[config.mk]
export PLATFORM = sky130hd
export DESIGN_NAME = vpic_ctrl
export DESIGN_NICKNAME = d
export VERILOG_FILES = /design/src/verilog/vpic_pkg.sv /design/src/verilog/vpic_arb_if.sv /design/src/verilog/vpic_arb.sv /design/src/verilog/vpic_ctrl.sv
export SDC_FILE = /design/constraint.sdc
export NUM_CORES = 1
export LEC_CHECK = 0
export ABC_AREA = 1
export BUFFER_PORTS_ARGS = -buffer_cell sky130_fd_sc_hd__buf_2
export CAP_MARGIN = 20
export CORE_ASPECT_RATIO = 1.25
export CORE_UTILIZATION = 45
export DETAILED_ROUTE_END_ITERATION = 16
export PLACE_DENSITY_LB_ADDON = 0.3
export SYNTH_ARGS = -nofsm -noshare
export SYNTH_HDL_FRONTEND = slang
export SYNTH_HIERARCHICAL = 1
export SYNTH_SLANG_ARGS = --single-unit
[constraint.sdc]
create_clock -name i_clock -period 12.48 [get_ports i_clock]
set_clock_uncertainty 0.15 [all_clocks]
set_input_delay 1.872 -clock i_clock [delete_from_list [all_inputs] [get_ports i_clock]]
set_output_delay 1.872 -clock i_clock [all_outputs]
set_load 0.01 [all_outputs]
[src/verilog/vpic_pkg.sv]
// Constants for the vectored priority interrupt controller.
// Assumes a single 100 MHz clock and a 32-bit register bus.
package vpic_pkg;

   // Source counts and field widths
   localparam int N_EXT = 4;
   localparam int N_INT = 8;
   localparam int N_STD = 12;
   localparam int N_SRC = 13;
   localparam int FAST_IDX = 12;
   localparam int PRIO_W = 3;
   localparam int IDX_W = 4;
   localparam int ADDR_W = 8;

   // Register byte offsets; configuration words start at CFG_BASE
   localparam logic [7:0] OFF_CFG_BASE = 8'h00;
   localparam logic [7:0] OFF_ENABLE = 8'h40;
   localparam logic [7:0] OFF_PENDING = 8'h44;
   localparam logic [7:0] OFF_VECTOR = 8'h48;
   localparam logic [7:0] OFF_VBASE = 8'h4C;
   localparam logic [7:0] OFF_CLKCTL = 8'h50;
   localparam logic [7:0] OFF_RAW = 8'h54;

   // Field positions inside a configuration word and the clock control word
   localparam int CFG_PRIO_LSB = 0;
   localparam int CFG_MODE_LSB = 4;
   localparam int CLK_GATE_BIT = 0;

   // Values after reset, and the shift that scales the vector index
   localparam logic [2:0] RST_PRIO = 3'h0;
   localparam logic [1:0] RST_MODE = 2'h0;
   localparam logic [12:0] RST_ENABLE = 13'h0000;
   localparam logic [31:0] RST_VBASE = 32'h0000_0000;
   localparam int VEC_SHIFT = 2;

   // Bus responses
   localparam logic [1:0] RESP_OKAY = 2'h0;
   localparam logic [1:0] RESP_SLVERR = 2'h2;

   // Detection options; on-chip sources only use the upper bit
   typedef enum logic [1:0] {
      VPIC_LVL_HIGH = 2'b00,
      VPIC_LVL_LOW = 2'b01,
      VPIC_EDGE_RISE = 2'b10,
      VPIC_EDGE_FALL = 2'b11
   } vpic_sense_t;

endpackage

[src/verilog/vpic_arb_if.sv]
// Bundle between the controller core and its priority encoder.
// Assumes both ends sit in the same clock domain.
`timescale 1ns/10ps
interface vpic_arb_if #(
   parameter int N = 12,
   parameter int PW = 3,
   parameter int IW = 4
);
   logic [N-1:0] req;
   logic [PW-1:0] prio [N];
   logic valid;
   logic [IW-1:0] idx;
   logic [PW-1:0] level;

   modport arb (input req, input prio, output valid, output idx,
      output level);
   modport ctl (output req, output prio, input valid, input idx,
      input level);
endinterface

[src/verilog/vpic_arb.sv]
// Eight-level priority encoder choosing one standard source.
// Assumes requests already masked; purely combinational.
`timescale 1ns/10ps
module vpic_arb #(
   parameter int N = 12,
   parameter int PW = 3,
   parameter int IW = 4
) (
   // Request side
   vpic_arb_if.arb arb
);

   always_comb begin
      arb.valid = 1'b0;
      arb.idx = '0;
      arb.level = '0;
      for (int i = 0; i < N; i++) begin
         // Strict compare keeps the lowest number on a tie
         if (arb.req[i] && (!arb.valid || arb.prio[i] > arb.level)) begin
            arb.valid = 1'b1;
            arb.idx = IW'(i);
            arb.level = arb.prio[i];
         end
      end
   end

endmodule // vpic_arb

[src/verilog/vpic_ctrl.sv]
// Vectored priority interrupt controller with an AXI4-Lite slave.
// Assumes pins are asynchronous; on-chip requests share i_clock.
`timescale 1ns/10ps
module vpic_ctrl (
   // Clock and reset
   input wire logic i_clock,
   input wire logic i_srst,
   // AXI4-Lite write address and data
   input wire logic [7:0] i_s_axi_awaddr,
   input wire logic i_s_axi_awvalid,
   output logic o_s_axi_awready,
   input wire logic [31:0] i_s_axi_wdata,
   input wire logic [3:0] i_s_axi_wstrb,
   input wire logic i_s_axi_wvalid,
   output logic o_s_axi_wready,
   // AXI4-Lite write response
   output logic [1:0] o_s_axi_bresp,
   output logic o_s_axi_bvalid,
   input wire logic i_s_axi_bready,
   // AXI4-Lite read
   input wire logic [7:0] i_s_axi_araddr,
   input wire logic i_s_axi_arvalid,
   output logic o_s_axi_arready,
   output logic [31:0] o_s_axi_rdata,
   output logic [1:0] o_s_axi_rresp,
   output logic o_s_axi_rvalid,
   input wire logic i_s_axi_rready,
   // External request pins
   input wire logic i_ext_fast_request_pin,
   input wire logic [3:0] i_ext_request_pin,
   // On-chip peripheral requests
   input wire logic i_port_ctrl_a_irq,
   input wire logic i_port_ctrl_b_irq,
   input wire logic [5:0] i_timer_channel_irq,
   // Core side
   output logic o_core_fast_request_line_n,
   output logic o_core_standard_request_line_n,
   output logic [31:0] o_vector,
   output logic o_core_clock_run
);

   localparam int NS = vpic_pkg::N_SRC;
   localparam int NX = vpic_pkg::N_EXT + 1;

   function automatic logic [31:0] strb_mask(input logic [3:0] strb);
      logic [31:0] m;
      m = '0;
      for (int b = 0; b < 4; b++) begin
         m[b*8 +: 8] = {8{strb[b]}};
      end
      return m;
   endfunction

   function automatic logic is_cfg(input logic [7:0] a);
      return a < (vpic_pkg::OFF_CFG_BASE + 8'(NS * 4));
   endfunction

   function automatic logic sense(input logic [1:0] mode,
      input logic now, input logic prev);
      logic hit;
      case (vpic_pkg::vpic_sense_t'(mode))
         vpic_pkg::VPIC_LVL_HIGH: hit = now;
         vpic_pkg::VPIC_LVL_LOW: hit = ~now;
         vpic_pkg::VPIC_EDGE_RISE: hit = now & ~prev;
         vpic_pkg::VPIC_EDGE_FALL: hit = ~now & prev;
         default: hit = 1'b0;
      endcase
      return hit;
   endfunction

   // Pin synchronisers, then one stage kept for edge detection
   logic [NX-1:0] meta_ff, sync_ff, ext_prev_ff;
   logic [vpic_pkg::N_INT-1:0] int_raw, int_prev_ff;
   logic [NS-1:0] in_now, in_prev;

   // Configuration and state
   logic [2:0] prio_ff [NS];
   logic [2:0] nxt_prio [NS];
   logic [1:0] mode_ff [NS];
   logic [1:0] nxt_mode [NS];
   logic [NS-1:0] enable_ff, nxt_enable;
   logic [NS-1:0] edge_lat_ff, nxt_edge_lat;
   logic [31:0] vbase_ff, nxt_vbase;
   logic [31:0] vector_ff, nxt_vector;
   logic gated_ff, nxt_gated;
   logic fast_n_ff, nxt_fast_n;
   logic std_n_ff, nxt_std_n;
   logic [NS-1:0] pending, hit, clr;

   // Bus state
   logic aw_got_ff, nxt_aw_got;
   logic w_got_ff, nxt_w_got;
   logic [7:0] awaddr_ff, nxt_awaddr;
   logic [31:0] wdata_ff, nxt_wdata;
   logic [3:0] wstrb_ff, nxt_wstrb;
   logic bvalid_ff, nxt_bvalid;
   logic [1:0] bresp_ff, nxt_bresp;
   logic rvalid_ff, nxt_rvalid;
   logic [31:0] rdata_ff, nxt_rdata;
   logic [1:0] rresp_ff, nxt_rresp;
   logic do_wr;
   logic [31:0] wmask, wbits;

   vpic_arb_if #(.N(vpic_pkg::N_STD), .PW(vpic_pkg::PRIO_W),
      .IW(vpic_pkg::IDX_W)) arb_bus ();

   vpic_arb #(.N(vpic_pkg::N_STD), .PW(vpic_pkg::PRIO_W),
      .IW(vpic_pkg::IDX_W)) u_arb (
      .arb (arb_bus.arb)
   );

   // Index order: pins 0-3, port ctrl a, port ctrl b, timers, fast pin
   assign int_raw = {i_timer_channel_irq, i_port_ctrl_b_irq,
      i_port_ctrl_a_irq};
   assign in_now = {sync_ff[vpic_pkg::N_EXT], int_raw,
      sync_ff[vpic_pkg::N_EXT-1:0]};
   assign in_prev = {ext_prev_ff[vpic_pkg::N_EXT], int_prev_ff,
      ext_prev_ff[vpic_pkg::N_EXT-1:0]};

   // Write channel acceptance; write lands once both halves are held
   assign o_s_axi_awready = ~aw_got_ff & ~bvalid_ff;
   assign o_s_axi_wready = ~w_got_ff & ~bvalid_ff;
   assign o_s_axi_arready = ~rvalid_ff;
   assign do_wr = aw_got_ff & w_got_ff & ~bvalid_ff;
   assign wmask = strb_mask(wstrb_ff);
   assign wbits = wdata_ff & wmask;

   always_comb begin
      nxt_aw_got = aw_got_ff;
      nxt_w_got = w_got_ff;
      nxt_awaddr = awaddr_ff;
      nxt_wdata = wdata_ff;
      nxt_wstrb = wstrb_ff;
      nxt_bvalid = bvalid_ff;
      nxt_bresp = bresp_ff;
      if (i_s_axi_awvalid && o_s_axi_awready) begin
         nxt_aw_got = 1'b1;
         nxt_awaddr = i_s_axi_awaddr;
      end
      if (i_s_axi_wvalid && o_s_axi_wready) begin
         nxt_w_got = 1'b1;
         nxt_wdata = i_s_axi_wdata;
         nxt_wstrb = i_s_axi_wstrb;
      end
      if (do_wr) begin
         nxt_aw_got = 1'b0;
         nxt_w_got = 1'b0;
         nxt_bvalid = 1'b1;
         nxt_bresp = vpic_pkg::RESP_SLVERR;
         if (is_cfg(awaddr_ff) || awaddr_ff == vpic_pkg::OFF_ENABLE ||
            awaddr_ff == vpic_pkg::OFF_PENDING ||
            awaddr_ff == vpic_pkg::OFF_VBASE ||
            awaddr_ff == vpic_pkg::OFF_CLKCTL) begin
            nxt_bresp = vpic_pkg::RESP_OKAY;
         end
      end else if (bvalid_ff && i_s_axi_bready) begin
         nxt_bvalid = 1'b0;
      end
   end

   // Register writes and detection
   always_comb begin
      int ci;
      ci = int'(awaddr_ff[7:2]);
      nxt_enable = enable_ff;
      nxt_vbase = vbase_ff;
      clr = '0;
      for (int i = 0; i < NS; i++) begin
         nxt_prio[i] = prio_ff[i];
         nxt_mode[i] = mode_ff[i];
      end
      if (do_wr) begin
         if (is_cfg(awaddr_ff)) begin
            if (wstrb_ff[0]) begin
               nxt_prio[ci] = wdata_ff[vpic_pkg::CFG_PRIO_LSB +: 3];
               nxt_mode[ci] = wdata_ff[vpic_pkg::CFG_MODE_LSB +: 2];
               // On-chip sources have no polarity choice
               if (ci >= vpic_pkg::N_EXT && ci < vpic_pkg::FAST_IDX) begin
                  nxt_mode[ci][0] = 1'b0;
               end
            end
         end else if (awaddr_ff == vpic_pkg::OFF_ENABLE) begin
            nxt_enable = (enable_ff & ~wmask[NS-1:0]) | wbits[NS-1:0];
         end else if (awaddr_ff == vpic_pkg::OFF_PENDING) begin
            clr = wbits[NS-1:0];
         end else if (awaddr_ff == vpic_pkg::OFF_VBASE) begin
            nxt_vbase = (vbase_ff & ~wmask) | wbits;
         end
      end
      for (int i = 0; i < NS; i++) begin
         hit[i] = sense(mode_ff[i], in_now[i], in_prev[i]);
         // A new edge in the clearing cycle is kept
         nxt_edge_lat[i] = mode_ff[i][1] &
            ((edge_lat_ff[i] & ~clr[i]) | hit[i]);
         pending[i] = mode_ff[i][1] ? edge_lat_ff[i] : hit[i];
      end
   end

   // Arbitration and core lines
   always_comb begin
      arb_bus.req = pending[vpic_pkg::N_STD-1:0] &
         enable_ff[vpic_pkg::N_STD-1:0];
      for (int i = 0; i < vpic_pkg::N_STD; i++) begin
         arb_bus.prio[i] = prio_ff[i];
      end
      nxt_std_n = ~arb_bus.valid;
      nxt_fast_n = ~(pending[vpic_pkg::FAST_IDX] &
         enable_ff[vpic_pkg::FAST_IDX]);
      // With nothing pending the vector points at a spurious slot
      nxt_vector = vbase_ff + (arb_bus.valid ?
         {28'h000_0000, arb_bus.idx} << vpic_pkg::VEC_SHIFT :
         32'(vpic_pkg::N_STD) << vpic_pkg::VEC_SHIFT);
      nxt_gated = gated_ff;
      if (do_wr && awaddr_ff == vpic_pkg::OFF_CLKCTL &&
         wbits[vpic_pkg::CLK_GATE_BIT]) begin
         nxt_gated = 1'b1;
      end
      // A request in the gating cycle still keeps the clock running
      if (|(pending & enable_ff)) begin
         nxt_gated = 1'b0;
      end
   end

   // Read path
   always_comb begin
      logic [7:0] a;
      a = i_s_axi_araddr;
      nxt_rvalid = rvalid_ff;
      nxt_rdata = rdata_ff;
      nxt_rresp = rresp_ff;
      if (i_s_axi_arvalid && o_s_axi_arready) begin
         nxt_rvalid = 1'b1;
         nxt_rresp = vpic_pkg::RESP_OKAY;
         nxt_rdata = '0;
         if (is_cfg(a)) begin
            nxt_rdata[vpic_pkg::CFG_PRIO_LSB +: 3] = prio_ff[int'(a[7:2])];
            nxt_rdata[vpic_pkg::CFG_MODE_LSB +: 2] = mode_ff[int'(a[7:2])];
         end else if (a == vpic_pkg::OFF_ENABLE) begin
            nxt_rdata[NS-1:0] = enable_ff;
         end else if (a == vpic_pkg::OFF_PENDING) begin
            nxt_rdata[NS-1:0] = pending;
         end else if (a == vpic_pkg::OFF_VECTOR) begin
            nxt_rdata = vector_ff;
         end else if (a == vpic_pkg::OFF_VBASE) begin
            nxt_rdata = vbase_ff;
         end else if (a == vpic_pkg::OFF_CLKCTL) begin
            nxt_rdata[vpic_pkg::CLK_GATE_BIT] = gated_ff;
         end else if (a == vpic_pkg::OFF_RAW) begin
            nxt_rdata[NS-1:0] = in_now;
         end else begin
            nxt_rresp = vpic_pkg::RESP_SLVERR;
         end
      end else if (rvalid_ff && i_s_axi_rready) begin
         nxt_rvalid = 1'b0;
      end
   end

   always_ff @(posedge i_clock) begin
      // Synchronisers carry no reset so the pin level flows through
      meta_ff <= {i_ext_fast_request_pin, i_ext_request_pin};
      sync_ff <= meta_ff;
      ext_prev_ff <= sync_ff;
      int_prev_ff <= int_raw;
      if (i_srst) begin
         for (int i = 0; i < NS; i++) begin
            prio_ff[i] <= vpic_pkg::RST_PRIO;
            mode_ff[i] <= vpic_pkg::RST_MODE;
         end
         enable_ff <= vpic_pkg::RST_ENABLE;
         edge_lat_ff <= '0;
         vbase_ff <= vpic_pkg::RST_VBASE;
         vector_ff <= vpic_pkg::RST_VBASE;
         gated_ff <= 1'b0;
         fast_n_ff <= 1'b1;
         std_n_ff <= 1'b1;
         aw_got_ff <= 1'b0;
         w_got_ff <= 1'b0;
         awaddr_ff <= '0;
         wdata_ff <= '0;
         wstrb_ff <= '0;
         bvalid_ff <= 1'b0;
         bresp_ff <= vpic_pkg::RESP_OKAY;
         rvalid_ff <= 1'b0;
         rdata_ff <= '0;
         rresp_ff <= vpic_pkg::RESP_OKAY;
      end else begin
         prio_ff <= nxt_prio;
         mode_ff <= nxt_mode;
         enable_ff <= nxt_enable;
         edge_lat_ff <= nxt_edge_lat;
         vbase_ff <= nxt_vbase;
         vector_ff <= nxt_vector;
         gated_ff <= nxt_gated;
         fast_n_ff <= nxt_fast_n;
         std_n_ff <= nxt_std_n;
         aw_got_ff <= nxt_aw_got;
         w_got_ff <= nxt_w_got;
         awaddr_ff <= nxt_awaddr;
         wdata_ff <= nxt_wdata;
         wstrb_ff <= nxt_wstrb;
         bvalid_ff <= nxt_bvalid;
         bresp_ff <= nxt_bresp;
         rvalid_ff <= nxt_rvalid;
         rdata_ff <= nxt_rdata;
         rresp_ff <= nxt_rresp;
      end
   end

   assign o_s_axi_bvalid = bvalid_ff;
   assign o_s_axi_bresp = bresp_ff;
   assign o_s_axi_rvalid = rvalid_ff;
   assign o_s_axi_rdata = rdata_ff;
   assign o_s_axi_rresp = rresp_ff;
   assign o_core_fast_request_line_n = fast_n_ff;
   assign o_core_standard_request_line_n = std_n_ff;
   assign o_vector = vector_ff;
   assign o_core_clock_run = ~gated_ff;

endmodule // vpic_ctrl

==> run metrics <==
CTS tree built; Port Buffers 145; synthesized cell area 13360 µm²; largest net degree at the start of global routing 75; Clk Tree Root Cell clkbuf_16; P per Cell Area 113.0 nW/µm²; fmax 76.84 MHz; R2R depth 115; failing checks negative setup slack; Max clock buf depth 3; DRT iter0 DRCs 900; Worst R2R Setup Slack -0.53 ns; Max-slew headroom 29.53%; CTS Hold Bufs 0; min-delay src meta_ff[2]$_DFF_P_; WL final 44.51 mm; routed len/inst 17.49 µm; Routed Antenna Nets 0; PnR worst setup slack -0.5343 ns; global placement routability congestion 0.9626; Crit. Startpoint sync_ff[0]$_DFF_P_; NumNets Final 2236; clock share of power 45.8%; first-pass GRT wire length 69.25 mm; yosys warns 6; Total Routing Usage GR 29.04%; Rows 70; total core area 29250 µm²; Die Wd 156.1 µm; dpl cell area 14890 µm²; gr ovfl total 0; Initial Util 45.67%; vias 13791; clock slew at reported path FFs 0.06 ns; Final setup viols 28; Tmin final 13.01 ns; synthesized netlist cell count 1926; period utilisation layout 104.3%; critical-path maximum fanout 7; R2R Path End o_vector[19]$_SDFF_PP0_; final hold violation count 0; initial antenna violation count 0; Slew Limit Fails 0; htree depth 1; height of the die 194.6 µm; worst slew pin tran 1.052 ns; Lkg Pwr 7.264 nW; fraction of layout cells with a size suffix above 1 24.63%; combinational power share 7.5%; Clock Latency Late Sink 0.54 ns; DRT Pass-1 Iters 5; maximum VDD drop 0.1085 mV; sink of the worst hold path sync_ff[2]$_DFF_P_; Mapped Avg Cell Area 6.936 µm²; pre-CTS setup slack -0.9762 ns; Final Instance Area 16700 µm²; hold path depth 0; WP data arrival 13.27 ns; Max Cap Viol 0; FF-to-FF Start sync_ff[0]$_DFF_P_; unrepaired setup endpoints after global routing yes; io pins 148; status finished with violations; TritonCTS buffer count 26; CP most frequent cell nand2_2; part of the power in registers 46.7%; Worst Setup Start Kind register; worst setup path category register to register; Layout area overhead 25.00%; Int Pwr 1.424 mW; worst min path class register to register; Crit-path slowest cell dfxtp_2; die area 30380 µm²; net switching power figure 462.6 µW; Worst path max stage delay 0.34 ns; data required time of the worst path 12.73 ns; vias in the first global route 13466; sw frac 24.52%; post-route DRC violation count 0; DR vias/cell 5.419; HPWL Detailed 32.59 mm; Crit. End Element register; total clock sinks 263
## per-layer routing
metal	GRT usage, %	share of wire, %	routed length (µm)	up-vias
met4	20.44	7.0	3131	0
met5	0	0	0	-
met3	4.036	6.2	2741	169
met2	50.71	49	21930	502
li1	-	-	-	6760
met1	32.17	38	16710	6360
## power by group through the flow
stage | logic, mW | clock network (mW) | registers, mW
after floorplan | 0.0918 | 0 | 0.891
after global placement | 0.136 | 0 | 0.898
after detailed placement | 0.137 | 0 | 0.898
after CTS | 0.138 | 0.875 | 0.880
after global routing | 0.156 | 0.907 | 0.882
final | 0.142 | 0.864 | 0.881
## final cells by class
type / count / area, µm²
Fill cell: 2834 / 12550
Multi-Input combinational cell: 1390 / 7689
Sequential cell: 263 / 5269
Timing Repair Buffer: 246 / 1540
Inverter: 202 / 759.5
Clock buffer: 29 / 693.2
Tap cell: 396 / 495.5
Clock inverter: 18 / 250.2
Antenna cell: 1 / 2.502
## worst max-delay path: cells and delay by family, from the launching register on
family                     cells  cell delay (ns)
AOI/OAI and AO/OA             20             2.07
xor gates and xnor gates       1             0.15
adders and majority gates     12             3.03
buffers and inverters         12             1.06
DFF                            1             0.34
and+or+nand+nor               70             6.09
## through the flow
step	hold slack, ns	setup TNS, ns	total power [mW]	cells	utilization (%)
after floorplan	0.1596	0	0.9832	1927	-
after global placement	0.1640	-6.323	1.033	2473	50.91
final	0.1766	-11.81	1.887	2545	57.08
after global routing	0.1979	-42.11	1.945	2544	57.07
after detailed placement	0.1621	-25.41	1.036	2473	50.91
after CTS	0.1770	-6.442	1.892	2531	55.20
## layout by cell type (no fill, tap or decap), types with 44 or more instances in the layout
| master | instances |
|---|---|
| inv_1 | 169 |
| nand4_1 | 44 |
| nor3_1 | 46 |
| a21oi_1 | 159 |
| dfxtp_1 | 260 |
| nand2_1 | 388 |
| buf_2 | 144 |
| buf_4 | 92 |
| nand3_1 | 87 |
| nand2_2 | 48 |
| nor2_1 | 203 |
| o21ai_0 | 155 |
## what timing repair did
action                                  in CTS  in global routing
gates resized for setup                     60                111
buffers inserted                            11                 12
endpoints found under the setup margin      30                 30
pin swaps                                   42                 71
## worst max path at each step
stage	cells past startpoint	end	slack [ns]
2_1_floorplan	117	o_vector[19]$_SDFF_PP0_	0.03
4_1_cts	115	o_vector[19]$_SDFF_PP0_	-0.36
5_1_grt	116	o_vector[19]$_SDFF_PP0_	-1.55
3_3_place_gp	117	o_vector[19]$_SDFF_PP0_	-0.32
6_report	115	o_vector[19]$_SDFF_PP0_	-0.53
3_5_place_dp	117	o_vector[19]$_SDFF_PP0_	-0.98
(Power assumes the default switching activity.)
